[config.mk]
export PLATFORM = sky130hd
export DESIGN_NAME = block_transfer_load_store_unit
export DESIGN_NICKNAME = d
export VERILOG_FILES = /design/src/shared/lsm_pkg.sv /design/src/block_transfer_load_store_unit.sv /design/src/lsm_fifo.sv
export SDC_FILE = /design/constraint.sdc
export NUM_CORES = 1
export LEC_CHECK = 0
export BUFFER_PORTS_ARGS = -buffer_cell sky130_fd_sc_hd__buf_2
export CAP_MARGIN = 10
export CORE_MARGIN = 1
export CORE_UTILIZATION = 50
export DETAILED_ROUTE_END_ITERATION = 8
export PLACE_DENSITY = 0.68
export SLEW_MARGIN = 10
export SYNTH_ARGS = -nofsm -noshare
export SYNTH_HDL_FRONTEND = slang
export SYNTH_SLANG_ARGS = --single-unit
[constraint.sdc]
create_clock -name mclk -period 9 [get_ports mclk]
set_input_delay 0.9 -clock mclk [delete_from_list [all_inputs] [get_ports mclk]]
set_output_delay 0.9 -clock mclk [all_outputs]
set_load 0.01 [all_outputs]
[src/shared/lsm_pkg.sv]
package lsm_pkg;

  // ********************************************************************
  // Widths and fixed values
  // ********************************************************************
  localparam int          REG_COUNT       = 16;
  localparam int          IDX_W           = 4;
  localparam int          DATA_W          = 32;
  localparam int          CNT_W           = 5;
  localparam int          FIFO_DEPTH      = 8;
  localparam int          ENTRY_W         = IDX_W + DATA_W;
  localparam logic [3:0]  PC_IDX          = 4'hf;
  localparam logic [31:0] WORD_STEP       = 32'h0000_0004;
  localparam logic [31:0] PC_STORE_OFFSET = 32'h0000_000c;
  localparam logic [1:0]  ALIGN_MASK      = 2'h3;

  // ********************************************************************
  // Cycle positions inside one instruction
  // ********************************************************************
  localparam logic [1:0]  CYC_FIRST       = 2'h1;
  localparam logic [1:0]  CYC_SAT         = 2'h2;
  localparam logic [1:0]  TAIL_LEN_SHORT  = 2'h1;
  localparam logic [1:0]  TAIL_LEN_PC     = 2'h3;

  // ********************************************************************
  // Enumerations
  // ********************************************************************
  typedef enum logic [1:0] {
    CYC_IDLE = 2'b00,
    CYC_N    = 2'b01,
    CYC_S    = 2'b10,
    CYC_I    = 2'b11
  } cycle_kind_t;

  typedef enum logic [2:0] {
    ST_IDLE     = 3'b000,
    ST_XFER     = 3'b001,
    ST_INTERNAL = 3'b010,
    ST_TAIL     = 3'b011,
    ST_DRAIN    = 3'b100
  } phase_t;

endpackage

[src/block_transfer_load_store_unit.sv]
`timescale 1ns/1ps
// Summary of operation
// [RULE_01] Address low two bits reach memory unchanged
// [RULE_02] User-bank load with pc restores status
// [RULE_03] User-bank store with pc reads user bank
// [RULE_04] User-bank without pc moves user registers
// [RULE_05] Software avoids write-back on user-bank transfers
// [RULE_06] No banked read right after user load
// [RULE_07] User-bank flag only in privileged modes
// [RULE_08] Program counter never serves as base
// [RULE_09] Base written back end of second cycle
// [RULE_10] Base stored first old, later updated
// [RULE_11] Loaded base overrides written-back base
// [RULE_12] Memory manager may fault any transfer
// [RULE_13] Store abort finishes, then traps
// [RULE_14] Memory manager blocks writes after fault
// [RULE_15] Load abort stops register writes, skips
// [RULE_16] Aborted load restores base value
// [RULE_17] Abort trap only after load completes
// [RULE_18] Load cycle counts nS+1N+1I, pc adds
// [RULE_19] Store takes (n-1)S plus 2N
// [RULE_20] Pre-index and up bits choose mode
// [RULE_21] Stack modes map onto same bits
// [RULE_22] Assembler suffixes set write-back, user flags
// [RULE_23] Ascending register order, pc last
// [RULE_24] Stored pc equals instruction address plus twelve
// [RULE_25] Consecutive word addresses step by four
module block_transfer_load_store_unit (
  input  wire logic                         mclk,
  input  wire logic                         reset,
  input  wire logic                         start,
  input  wire logic                         is_load,
  input  wire logic                         pre_index,
  input  wire logic                         up_dir,
  input  wire logic                         user_bank_flag,
  input  wire logic                         writeback_flag,
  input  wire logic [lsm_pkg::IDX_W-1:0]    base_idx,
  input  wire logic [lsm_pkg::REG_COUNT-1:0] reg_list,
  input  wire logic [lsm_pkg::DATA_W-1:0]   base_value,
  input  wire logic [lsm_pkg::DATA_W-1:0]   instr_addr,
  input  wire logic [lsm_pkg::DATA_W-1:0]   rd_data,
  input  wire logic [lsm_pkg::DATA_W-1:0]   mem_rdata,
  input  wire logic                         memory_fault_flag,
  input  wire logic                         reg_wr_ready,
  output logic                              busy,
  output logic                              mem_req,
  output logic                              mem_write,
  output logic [lsm_pkg::DATA_W-1:0]        mem_addr,
  output logic [lsm_pkg::DATA_W-1:0]        mem_wdata,
  output lsm_pkg::cycle_kind_t              cycle_kind,
  output logic [lsm_pkg::IDX_W-1:0]         rd_idx,
  output logic                              rd_user,
  output logic                              base_wr,
  output logic [lsm_pkg::IDX_W-1:0]         base_wr_idx,
  output logic [lsm_pkg::DATA_W-1:0]        base_wr_data,
  output logic                              reg_wr_valid,
  output logic [lsm_pkg::IDX_W-1:0]         reg_wr_idx,
  output logic                              reg_wr_user,
  output logic [lsm_pkg::DATA_W-1:0]        reg_wr_data,
  output logic                              status_restore,
  output logic                              data_abort
);
  import lsm_pkg::*;

  // ********************************************************************
  // State
  // ********************************************************************
  typedef struct packed {
    phase_t             st;
    logic               load;
    logic               user_bank;
    logic               pc_in;
    logic               wb;
    logic               base_in;
    logic [IDX_W-1:0]   base_idx;
    logic [15:0]        remain;
    logic [31:0]        addr;
    logic [31:0]        orig_base;
    logic [31:0]        new_base;
    logic [31:0]        pc_val;
    logic [CNT_W-1:0]   issued;
    logic [CNT_W-1:0]   words;
    logic [1:0]         cyc;
    logic [1:0]         tail;
    logic               stalled;
    logic               stall_seen;
    logic               dp_valid;
    logic               dp_first;
    logic [IDX_W-1:0]   dp_idx;
    logic               aborted;
    logic [CNT_W-1:0]   cnt_n;
    logic [CNT_W-1:0]   cnt_s;
    logic [CNT_W-1:0]   cnt_i;
    logic               busy;
    logic               mem_req;
    logic               mem_write;
    logic [31:0]        mem_addr;
    logic [31:0]        mem_wdata;
    cycle_kind_t        kind;
    logic [IDX_W-1:0]   rd_idx;
    logic               rd_user;
    logic               base_wr;
    logic [31:0]        base_wr_data;
    logic               wr_valid;
    logic [IDX_W-1:0]   wr_idx;
    logic               wr_user;
    logic [31:0]        wr_data;
    logic               status_restore;
    logic               data_abort;
  } state_t;

  state_t                 q;
  state_t                 n;
  logic                   fifo_push;
  logic [ENTRY_W-1:0]     fifo_in;
  logic                   fifo_in_ready;
  logic                   fifo_out_valid;
  logic                   fifo_pop;
  logic [ENTRY_W-1:0]     fifo_out;
  logic [3:0]             fifo_count;
  logic [31:0]            span;
  logic [IDX_W-1:0]       nidx;

  function automatic logic [CNT_W-1:0] popcount(input logic [15:0] v);
    logic [CNT_W-1:0] c;
    c = '0;
    for (int i = 0; i < REG_COUNT; i++) begin
      c = c + CNT_W'(v[i]);
    end
    return c;
  endfunction

  function automatic logic [IDX_W-1:0] lowest_set(input logic [15:0] v);
    logic [IDX_W-1:0] r;
    r = '0;
    for (int i = REG_COUNT - 1; i >= 0; i--) begin
      if (v[i]) begin
        r = IDX_W'(i);
      end
    end
    return r;
  endfunction

  // ********************************************************************
  // Load data buffer
  // ********************************************************************
  assign fifo_pop = !q.wr_valid || reg_wr_ready;

  lsm_fifo #(
    .WIDTH (ENTRY_W),
    .DEPTH (FIFO_DEPTH)
  ) u_fifo (
    .mclk      (mclk),
    .reset     (reset),
    .in_valid  (fifo_push),
    .in_ready  (fifo_in_ready),
    .in_data   (fifo_in),
    .out_valid (fifo_out_valid),
    .out_ready (fifo_pop),
    .out_data  (fifo_out),
    .count     (fifo_count)
  );

  // ********************************************************************
  // Next state
  // ********************************************************************
  always_comb begin
    n              = q;
    fifo_push      = 1'b0;
    fifo_in        = '0;
    nidx           = '0;
    span           = 32'(popcount(reg_list)) * WORD_STEP;
    n.base_wr      = 1'b0;
    n.data_abort   = 1'b0;
    n.mem_req      = 1'b0;
    n.kind         = CYC_IDLE;
    n.dp_valid     = q.mem_req;
    n.dp_idx       = q.rd_idx;
    if (q.busy) begin
      unique case (q.kind)
        CYC_N:    n.cnt_n = q.cnt_n + CNT_W'(1);
        CYC_S:    n.cnt_s = q.cnt_s + CNT_W'(1);
        CYC_I:    n.cnt_i = q.cnt_i + CNT_W'(1);
        CYC_IDLE: n.cnt_i = q.cnt_i;
      endcase
      if (q.cyc != CYC_SAT) begin
        n.cyc = q.cyc + 2'(1);
      end
    end
    // [RULE_09] Second-cycle write-back
    if (q.busy && q.cyc == CYC_FIRST) begin
      n.base_wr = q.wb;
    end
    // Register write port, fed from the buffer
    if (q.wr_valid && reg_wr_ready) begin
      n.wr_valid       = 1'b0;
      n.status_restore = 1'b0;
    end
    if (fifo_pop && fifo_out_valid) begin
      n.wr_valid = 1'b1;
      n.wr_idx   = fifo_out[ENTRY_W-1:DATA_W];
      n.wr_data  = fifo_out[DATA_W-1:0];
      // [RULE_04] User bank without pc
      n.wr_user  = q.user_bank && !q.pc_in;
      // [RULE_02] Status restore with pc
      n.status_restore = q.user_bank && q.pc_in && (fifo_out[ENTRY_W-1:DATA_W] == PC_IDX);
    end
    // Data phase of the previous address cycle
    if (q.dp_valid) begin
      if (memory_fault_flag) begin
        // [RULE_13] Note fault, keep running
        n.aborted = 1'b1;
      end else if (q.load && !q.aborted) begin
        // [RULE_15] Writes stop at first fault
        fifo_push = 1'b1;
        fifo_in   = {q.dp_idx, mem_rdata};
      end
    end
    // Store data read in the address phase, out in the data phase
    if (q.mem_req && !q.load) begin
      // [RULE_24] Stored pc value
      if (q.rd_idx == PC_IDX) begin
        n.mem_wdata = q.pc_val;
      // [RULE_10] Base second or later
      end else if (q.rd_idx == q.base_idx && !q.dp_first && q.wb) begin
        n.mem_wdata = q.new_base;
      end else begin
        n.mem_wdata = rd_data;
      end
    end
    unique case (q.st)
      ST_IDLE: begin
        if (start) begin
          n.st         = ST_XFER;
          n.busy       = 1'b1;
          n.load       = is_load;
          n.user_bank  = user_bank_flag;
          n.pc_in      = reg_list[PC_IDX];
          n.wb         = writeback_flag;
          n.base_idx   = base_idx;
          n.base_in    = reg_list[base_idx];
          n.remain     = reg_list;
          n.words      = popcount(reg_list);
          n.orig_base  = base_value;
          n.pc_val     = instr_addr + PC_STORE_OFFSET;
          n.issued     = '0;
          n.cyc        = CYC_FIRST;
          n.stalled    = 1'b1;
          n.stall_seen = 1'b0;
          n.aborted    = 1'b0;
          n.cnt_n      = '0;
          n.cnt_s      = '0;
          n.cnt_i      = '0;
          // [RULE_20] [RULE_21] Start address from pre-index and up bits
          if (up_dir) begin
            n.new_base = base_value + span;
            n.addr     = pre_index ? base_value + WORD_STEP : base_value;
          end else begin
            n.new_base = base_value - span;
            n.addr     = pre_index ? base_value - span : base_value - span + WORD_STEP;
          end
          n.base_wr_data = n.new_base;
        end
      end
      ST_XFER: begin
        n.st = ST_XFER;
      end
      ST_INTERNAL: begin
        n.st   = ST_TAIL;
        n.tail = !q.load ? 2'h0 : (q.pc_in ? TAIL_LEN_PC : TAIL_LEN_SHORT);
        n.kind = q.load ? CYC_I : CYC_N;
      end
      ST_TAIL: begin
        // [RULE_16] Restore base after abort
        if (q.load && q.kind == CYC_I && n.aborted && q.base_in) begin
          fifo_push = 1'b1;
          fifo_in   = {q.base_idx, q.wb ? q.new_base : q.orig_base};
        end
        n.tail = q.tail - 2'(1);
        n.kind = (q.tail == TAIL_LEN_PC) ? CYC_N : CYC_S;
        if (q.tail == 2'h0) begin
          n.tail = 2'h0;
          n.kind = CYC_IDLE;
          if (q.load) begin
            n.st = ST_DRAIN;
          end else begin
            n.st         = ST_IDLE;
            n.busy       = 1'b0;
            // [RULE_13] Trap after store completes
            n.data_abort = n.aborted;
          end
        end
      end
      ST_DRAIN: begin
        if (fifo_count == '0 && !n.wr_valid) begin
          n.st         = ST_IDLE;
          n.busy       = 1'b0;
          // [RULE_17] Trap after load completes
          n.data_abort = n.aborted;
        end
      end
      default: begin
        n.st   = ST_IDLE;
        n.busy = 1'b0;
      end
    endcase
    // Address issue, one word per cycle; loads issue only while the buffer has room
    if (n.st == ST_XFER) begin
      if (!n.load || (int'(fifo_count) + int'(fifo_push) + int'(q.mem_req) < FIFO_DEPTH)) begin
        // [RULE_23] Lowest register first
        nidx             = lowest_set(n.remain);
        n.remain[nidx]   = 1'b0;
        n.mem_req        = 1'b1;
        n.mem_write      = !n.load;
        n.mem_addr       = n.addr;
        // [RULE_25] Next word address
        n.addr           = n.addr + WORD_STEP;
        n.rd_idx         = nidx;
        // [RULE_03] [RULE_04] Bank choice for reads
        n.rd_user        = n.user_bank && !(n.load && n.pc_in);
        n.dp_first       = (n.issued == '0);
        n.issued         = n.issued + CNT_W'(1);
        n.kind           = n.stalled ? CYC_N : CYC_S;
        n.stalled        = 1'b0;
        if (n.remain == '0) begin
          // [RULE_18] [RULE_19] Closing cycles
          n.st   = ST_INTERNAL;
        end
      end else begin
        n.stalled    = 1'b1;
        n.stall_seen = 1'b1;
      end
    end
  end

  always_ff @(posedge mclk) begin
    if (reset) begin
      q <= '0;
    end else begin
      q <= n;
    end
  end

  // ********************************************************************
  // Outputs
  // ********************************************************************
  assign busy           = q.busy;
  assign mem_req        = q.mem_req;
  assign mem_write      = q.mem_write;
  assign mem_addr       = q.mem_addr;
  assign mem_wdata      = q.mem_wdata;
  assign cycle_kind     = q.kind;
  assign rd_idx         = q.rd_idx;
  assign rd_user        = q.rd_user;
  assign base_wr        = q.base_wr;
  assign base_wr_idx    = q.base_idx;
  assign base_wr_data   = q.base_wr_data;
  assign reg_wr_valid   = q.wr_valid;
  assign reg_wr_idx     = q.wr_idx;
  assign reg_wr_user    = q.wr_user;
  assign reg_wr_data    = q.wr_data;
  assign status_restore = q.status_restore;
  assign data_abort     = q.data_abort;
endmodule

[src/lsm_fifo.sv]
`timescale 1ns/1ps
module lsm_fifo #(
  parameter int WIDTH = 36,
  parameter int DEPTH = 8,
  parameter int PTR_W = $clog2(DEPTH),
  parameter int CNT_W = $clog2(DEPTH + 1)
) (
  input  wire logic             mclk,
  input  wire logic             reset,
  input  wire logic             in_valid,
  output logic                  in_ready,
  input  wire logic [WIDTH-1:0] in_data,
  output logic                  out_valid,
  input  wire logic             out_ready,
  output logic [WIDTH-1:0]      out_data,
  output logic [CNT_W-1:0]      count
);

  typedef struct packed {
    logic [DEPTH-1:0][WIDTH-1:0] mem;
    logic [PTR_W-1:0]            wr_ptr;
    logic [PTR_W-1:0]            rd_ptr;
    logic [CNT_W-1:0]            cnt;
  } fifo_state_t;

  fifo_state_t q;
  fifo_state_t n;
  logic        do_push;
  logic        do_pop;

  function automatic logic [PTR_W-1:0] next_ptr(input logic [PTR_W-1:0] p);
    if (p == PTR_W'(DEPTH - 1)) begin
      return '0;
    end
    return p + PTR_W'(1);
  endfunction

  assign in_ready  = (q.cnt != CNT_W'(DEPTH));
  assign out_valid = (q.cnt != '0);
  assign out_data  = q.mem[q.rd_ptr];
  assign count     = q.cnt;
  assign do_push   = in_valid && in_ready;
  assign do_pop    = out_valid && out_ready;

  always_comb begin
    n = q;
    if (do_push) begin
      n.mem[q.wr_ptr] = in_data;
      n.wr_ptr        = next_ptr(q.wr_ptr);
    end
    if (do_pop) begin
      n.rd_ptr = next_ptr(q.rd_ptr);
    end
    n.cnt = q.cnt + CNT_W'(do_push) - CNT_W'(do_pop);
  end

  always_ff @(posedge mclk) begin
    if (reset) begin
      q <= '0;
    end else begin
      q <= n;
    end
  end
endmodule

==> results.toml <==
[die]
initial_core_util_pct = 50.5
num_rows = 90
io_pins = 309
die_h_um = 249
die_x_um = 249
die_area_mm2 = 0.0619
core_mm2 = 0.0602

[synth]
ys_ff_latch = 584
synth_edf_count = 0
syn_nets = 3701
synth_area_leaders = "dfxtp_1, a211oi_1, nor2_1, mux4_2, buf_4"
ys_seq_area_share_pct = 38.4
post-synth-top-area-cell = "dfxtp_1"
syn_area_mm2 = 0.0304
avgSynthCellArea_um2 = 8.73
synth_flop_cell = "dfxtp_1"
synth_async_sr_flop_share_pct = 0
ys_warn_count = 0
netlist.area_leader.share_pct = 38.4
synthDistinctLibCells = 91
synth_cells = 3489

[timing]
holdWs_ns = 0.451
fin_worst_skew_ns = 0.0444
timing.slew.headroom_pct = 22.5
final.setup.tns_ns = 0
worst_slew_pin_slew_ns = 1.16
finalSetupViolations = 0
fmax_mhz = 128
final.period_utilization_pct = 86.7
report.final.hold_viol_count = 0
min_period_ns = 7.81
rsz0062_at_grt = "false"
postLayoutSetupSlackWorst_ns = 1.19
finalMaxSlewViolations = 0

[worst_setup_path]
cp-end-kind = "register"
critPathLaunchType = "primary input"
critical_path.max_fanout = 12
path_cells = "buf_2 > inv_1 > fa_1 > fa_1 > fa_1 > fa_1 > inv_1 > ha_1 > fa_1 > a21o_1 > and2_1 > ha_1 > inv_2 > o21a_1 > nor4_2 > xor2_1 > nor4b_2 > nand3_1 > xnor2_1 > o21ai_0 > nand3_1 > or4_1 > and3_1"
cp_top_family = "adder cells"
crit_cells = 23
crit_start = "reg_list[5]"
critical_path_class = "primary input to register"
worstReg2RegStart = "q[338]$_SDFF_PP0_"
critPathBufInv = 4
crit_path_frequent_cell = "fa_1"
rr_worst_depth = 12
max_stage_delay_ns = 0.86
cp_slowest_cell = "nor4b_2"
arrival_ns = 8.31
cp.required_ns = 9.51

[place]
gp_congestion = 0.952
io_buffers = 308
place_ws_ns = 0.727
hpwl_um = 64300

[power]
cellPowerDensity_mw_per_mm2 = 236
pwr-share-comb_pct = 27.0
p_seq_share_pct = 38.1
clockPowerShare_pct = 34.9
leakagePower_nw = 12.3
ir_drop_mv = 0.185
p_sw_mw = 2.63
swShare_pct = 33.4
cell_internal_pwr_mw = 5.25

[layout]
mostFrequentLayoutCell = "nor2_1"
layout.nets = 3691
layout_common_cells = "nor2_1, dfxtp_1, a211oi_1, buf_2, nand2_1"
layout-drive-gt1-share_pct = 18.1
area_growth_pct = 9.84
multi_input_area_mm2 = 0.0164
fillerInstances = 5556
register_area_mm2 = 0.0117

[outcome]
status = "complete, but fails checks"
violations = "design-rule violations"

[grt]
grt_max_degree = 223
overflow = 0
groute.usage.overall_pct = 29.8
grt_pass1_wl_um = 145000
antenna_found_initial = 9
grt_pass1_vias = 23877

[route]
viasPerCell = 6.00
drt-initial-drc-count = 2965
routed_wl_um = 94600
drt_pass1_iterations = 7
via_count = 25884
final_antenna_net_count = 0
wl_per_cell_um = 21.9
drc_errors = 2

[cts]
postCtsHoldBufs = 0
clockBufferDepth = 3
cts.sinks = 584
clock-root-buffer = "clkbuf_16"
cts_setup_buffers = 0
htree_levels = 2
clkLatencyLatePin_ns = 0.65
clk_pin_slew_ns = 0.06
cts_tree = "yes"
cts_buffers = 61
cts_resized = 0

[worst_hold_path]
hp-class = "register to register"
hp-start = "q[266]$_SDFFE_PP0P_"
min_path_cells = 2

[flow_run]
max_cap_violations = 0
tightest hold or removal path: stages, from the launching register on:
cell and delay, ns:
dfxtp_1 0.30, nand2_1 0.05, a21oi_1 0.05
synthesized netlist by cell type (13+ instances only):
cell and count:
a31oi_1 14, inv_1 71, o31ai_1 13, mux2i_1 103
mux4_2 77, nor3_1 54, nand4_1 32, a21o_1 15
nor2_1 583, a22oi_1 44, xor2_1 61, buf_4 145
fa_1 13, nor4_1 25, nor2b_1 17, ha_1 41
a21oi_1 185, mux2_2 32, and2_1 14, xnor2_1 73
o21ai_0 53, buf_2 16, dfxtp_1 584, buf_1 32
clkbuf_1 223, nand2_1 242, a211oi_1 431, nand3_1 63
or3_1 19, and3_1 18
layer usage:
| metal | track usage (%) | part of all wire (%) |
|---|---|---|
| met5 | 0 | 0.072 |
| met4 | 7.63 | 2.3 |
| met3 | 5.59 | 8.1 |
| met2 | 45.9 | 45 |
| met1 | 42.9 | 45 |
logic make-up (layout without fill, tap and decap cells):
logic type | Yosys count | after routing | share of synthesized area, %
xor+xnor | 134 | 134 | 3.86
compound gates | 850 | 850 | 19.3
fa+ha+maj | 54 | 54 | 2.54
buf+inv | 495 | 534 | 8.08
flops | 584 | 584 | 38.4
mux | 214 | 214 | 10.4
other cells | 0 | 2 | 0
simple gates | 1158 | 1158 | 17.5
power groups by stage:
stage          clock network (mW)  logic (mW)  registers (mW)
2_1_floorplan                   0        1.75            2.92
3_3_place_gp                    0        2.10            3.06
5_1_grt                      2.90        2.33            3.04
6_report                     2.75        2.13            3.00
4_1_cts                      2.80        2.12            3.01
3_5_place_dp                    0        2.11            3.07
registers in the layout, summed over array words and instances (netlist names):
register,cells
base_wr,1
mem_write,1
mem_wdata,32
base_wr_data,30
rd_user,1
u_fifo.q,294
busy,1
reg_wr_idx,4
mem_req,1
reg_wr_user,1
reg_wr_data,32
q,137
mem_addr,32
data_abort,1
rd_idx,4
base_wr_idx,4
reg_wr_valid,1
u_fifo.count,4
cycle_kind,2
status_restore,1
worst paths after layout:
kind / endpoint / slack, ns
worst min register to register: q[266]$_SDFFE_PP0P_ / 0.45
worst min-delay path: q[266]$_SDFFE_PP0P_ / 0.45
worst max register to register: q[338]$_SDFF_PP0_ / 4.15
worst max-delay path: q[307]$_SDFF_PP0_ / 1.19
area by class of cell:
cell class              count  share of cell area (%)
clock inverters            28                    1.39
inverters                  74                   0.831
flip-flops and latches    584                    35.0
multi-input cells        2410                    49.0
repair buffers            348                    5.61
well taps                 782                    2.93
clock buffers              84                    5.24
diodes                      2                  0.0150
per-stage QoR:
step                      utilization, %  area, um2  std cells  total power, mW
after CTS                           55.5      33400       4310             7.93
final                               55.5      33400       4312             7.89
after global routing                55.5      33400       4311             8.27
after floorplan                        -      30400       3489             4.67
after detailed placement            51.8      31200       4198             5.18
after global placement              51.8      31200       4198             5.16
Power figures use the tool's default switching activity.
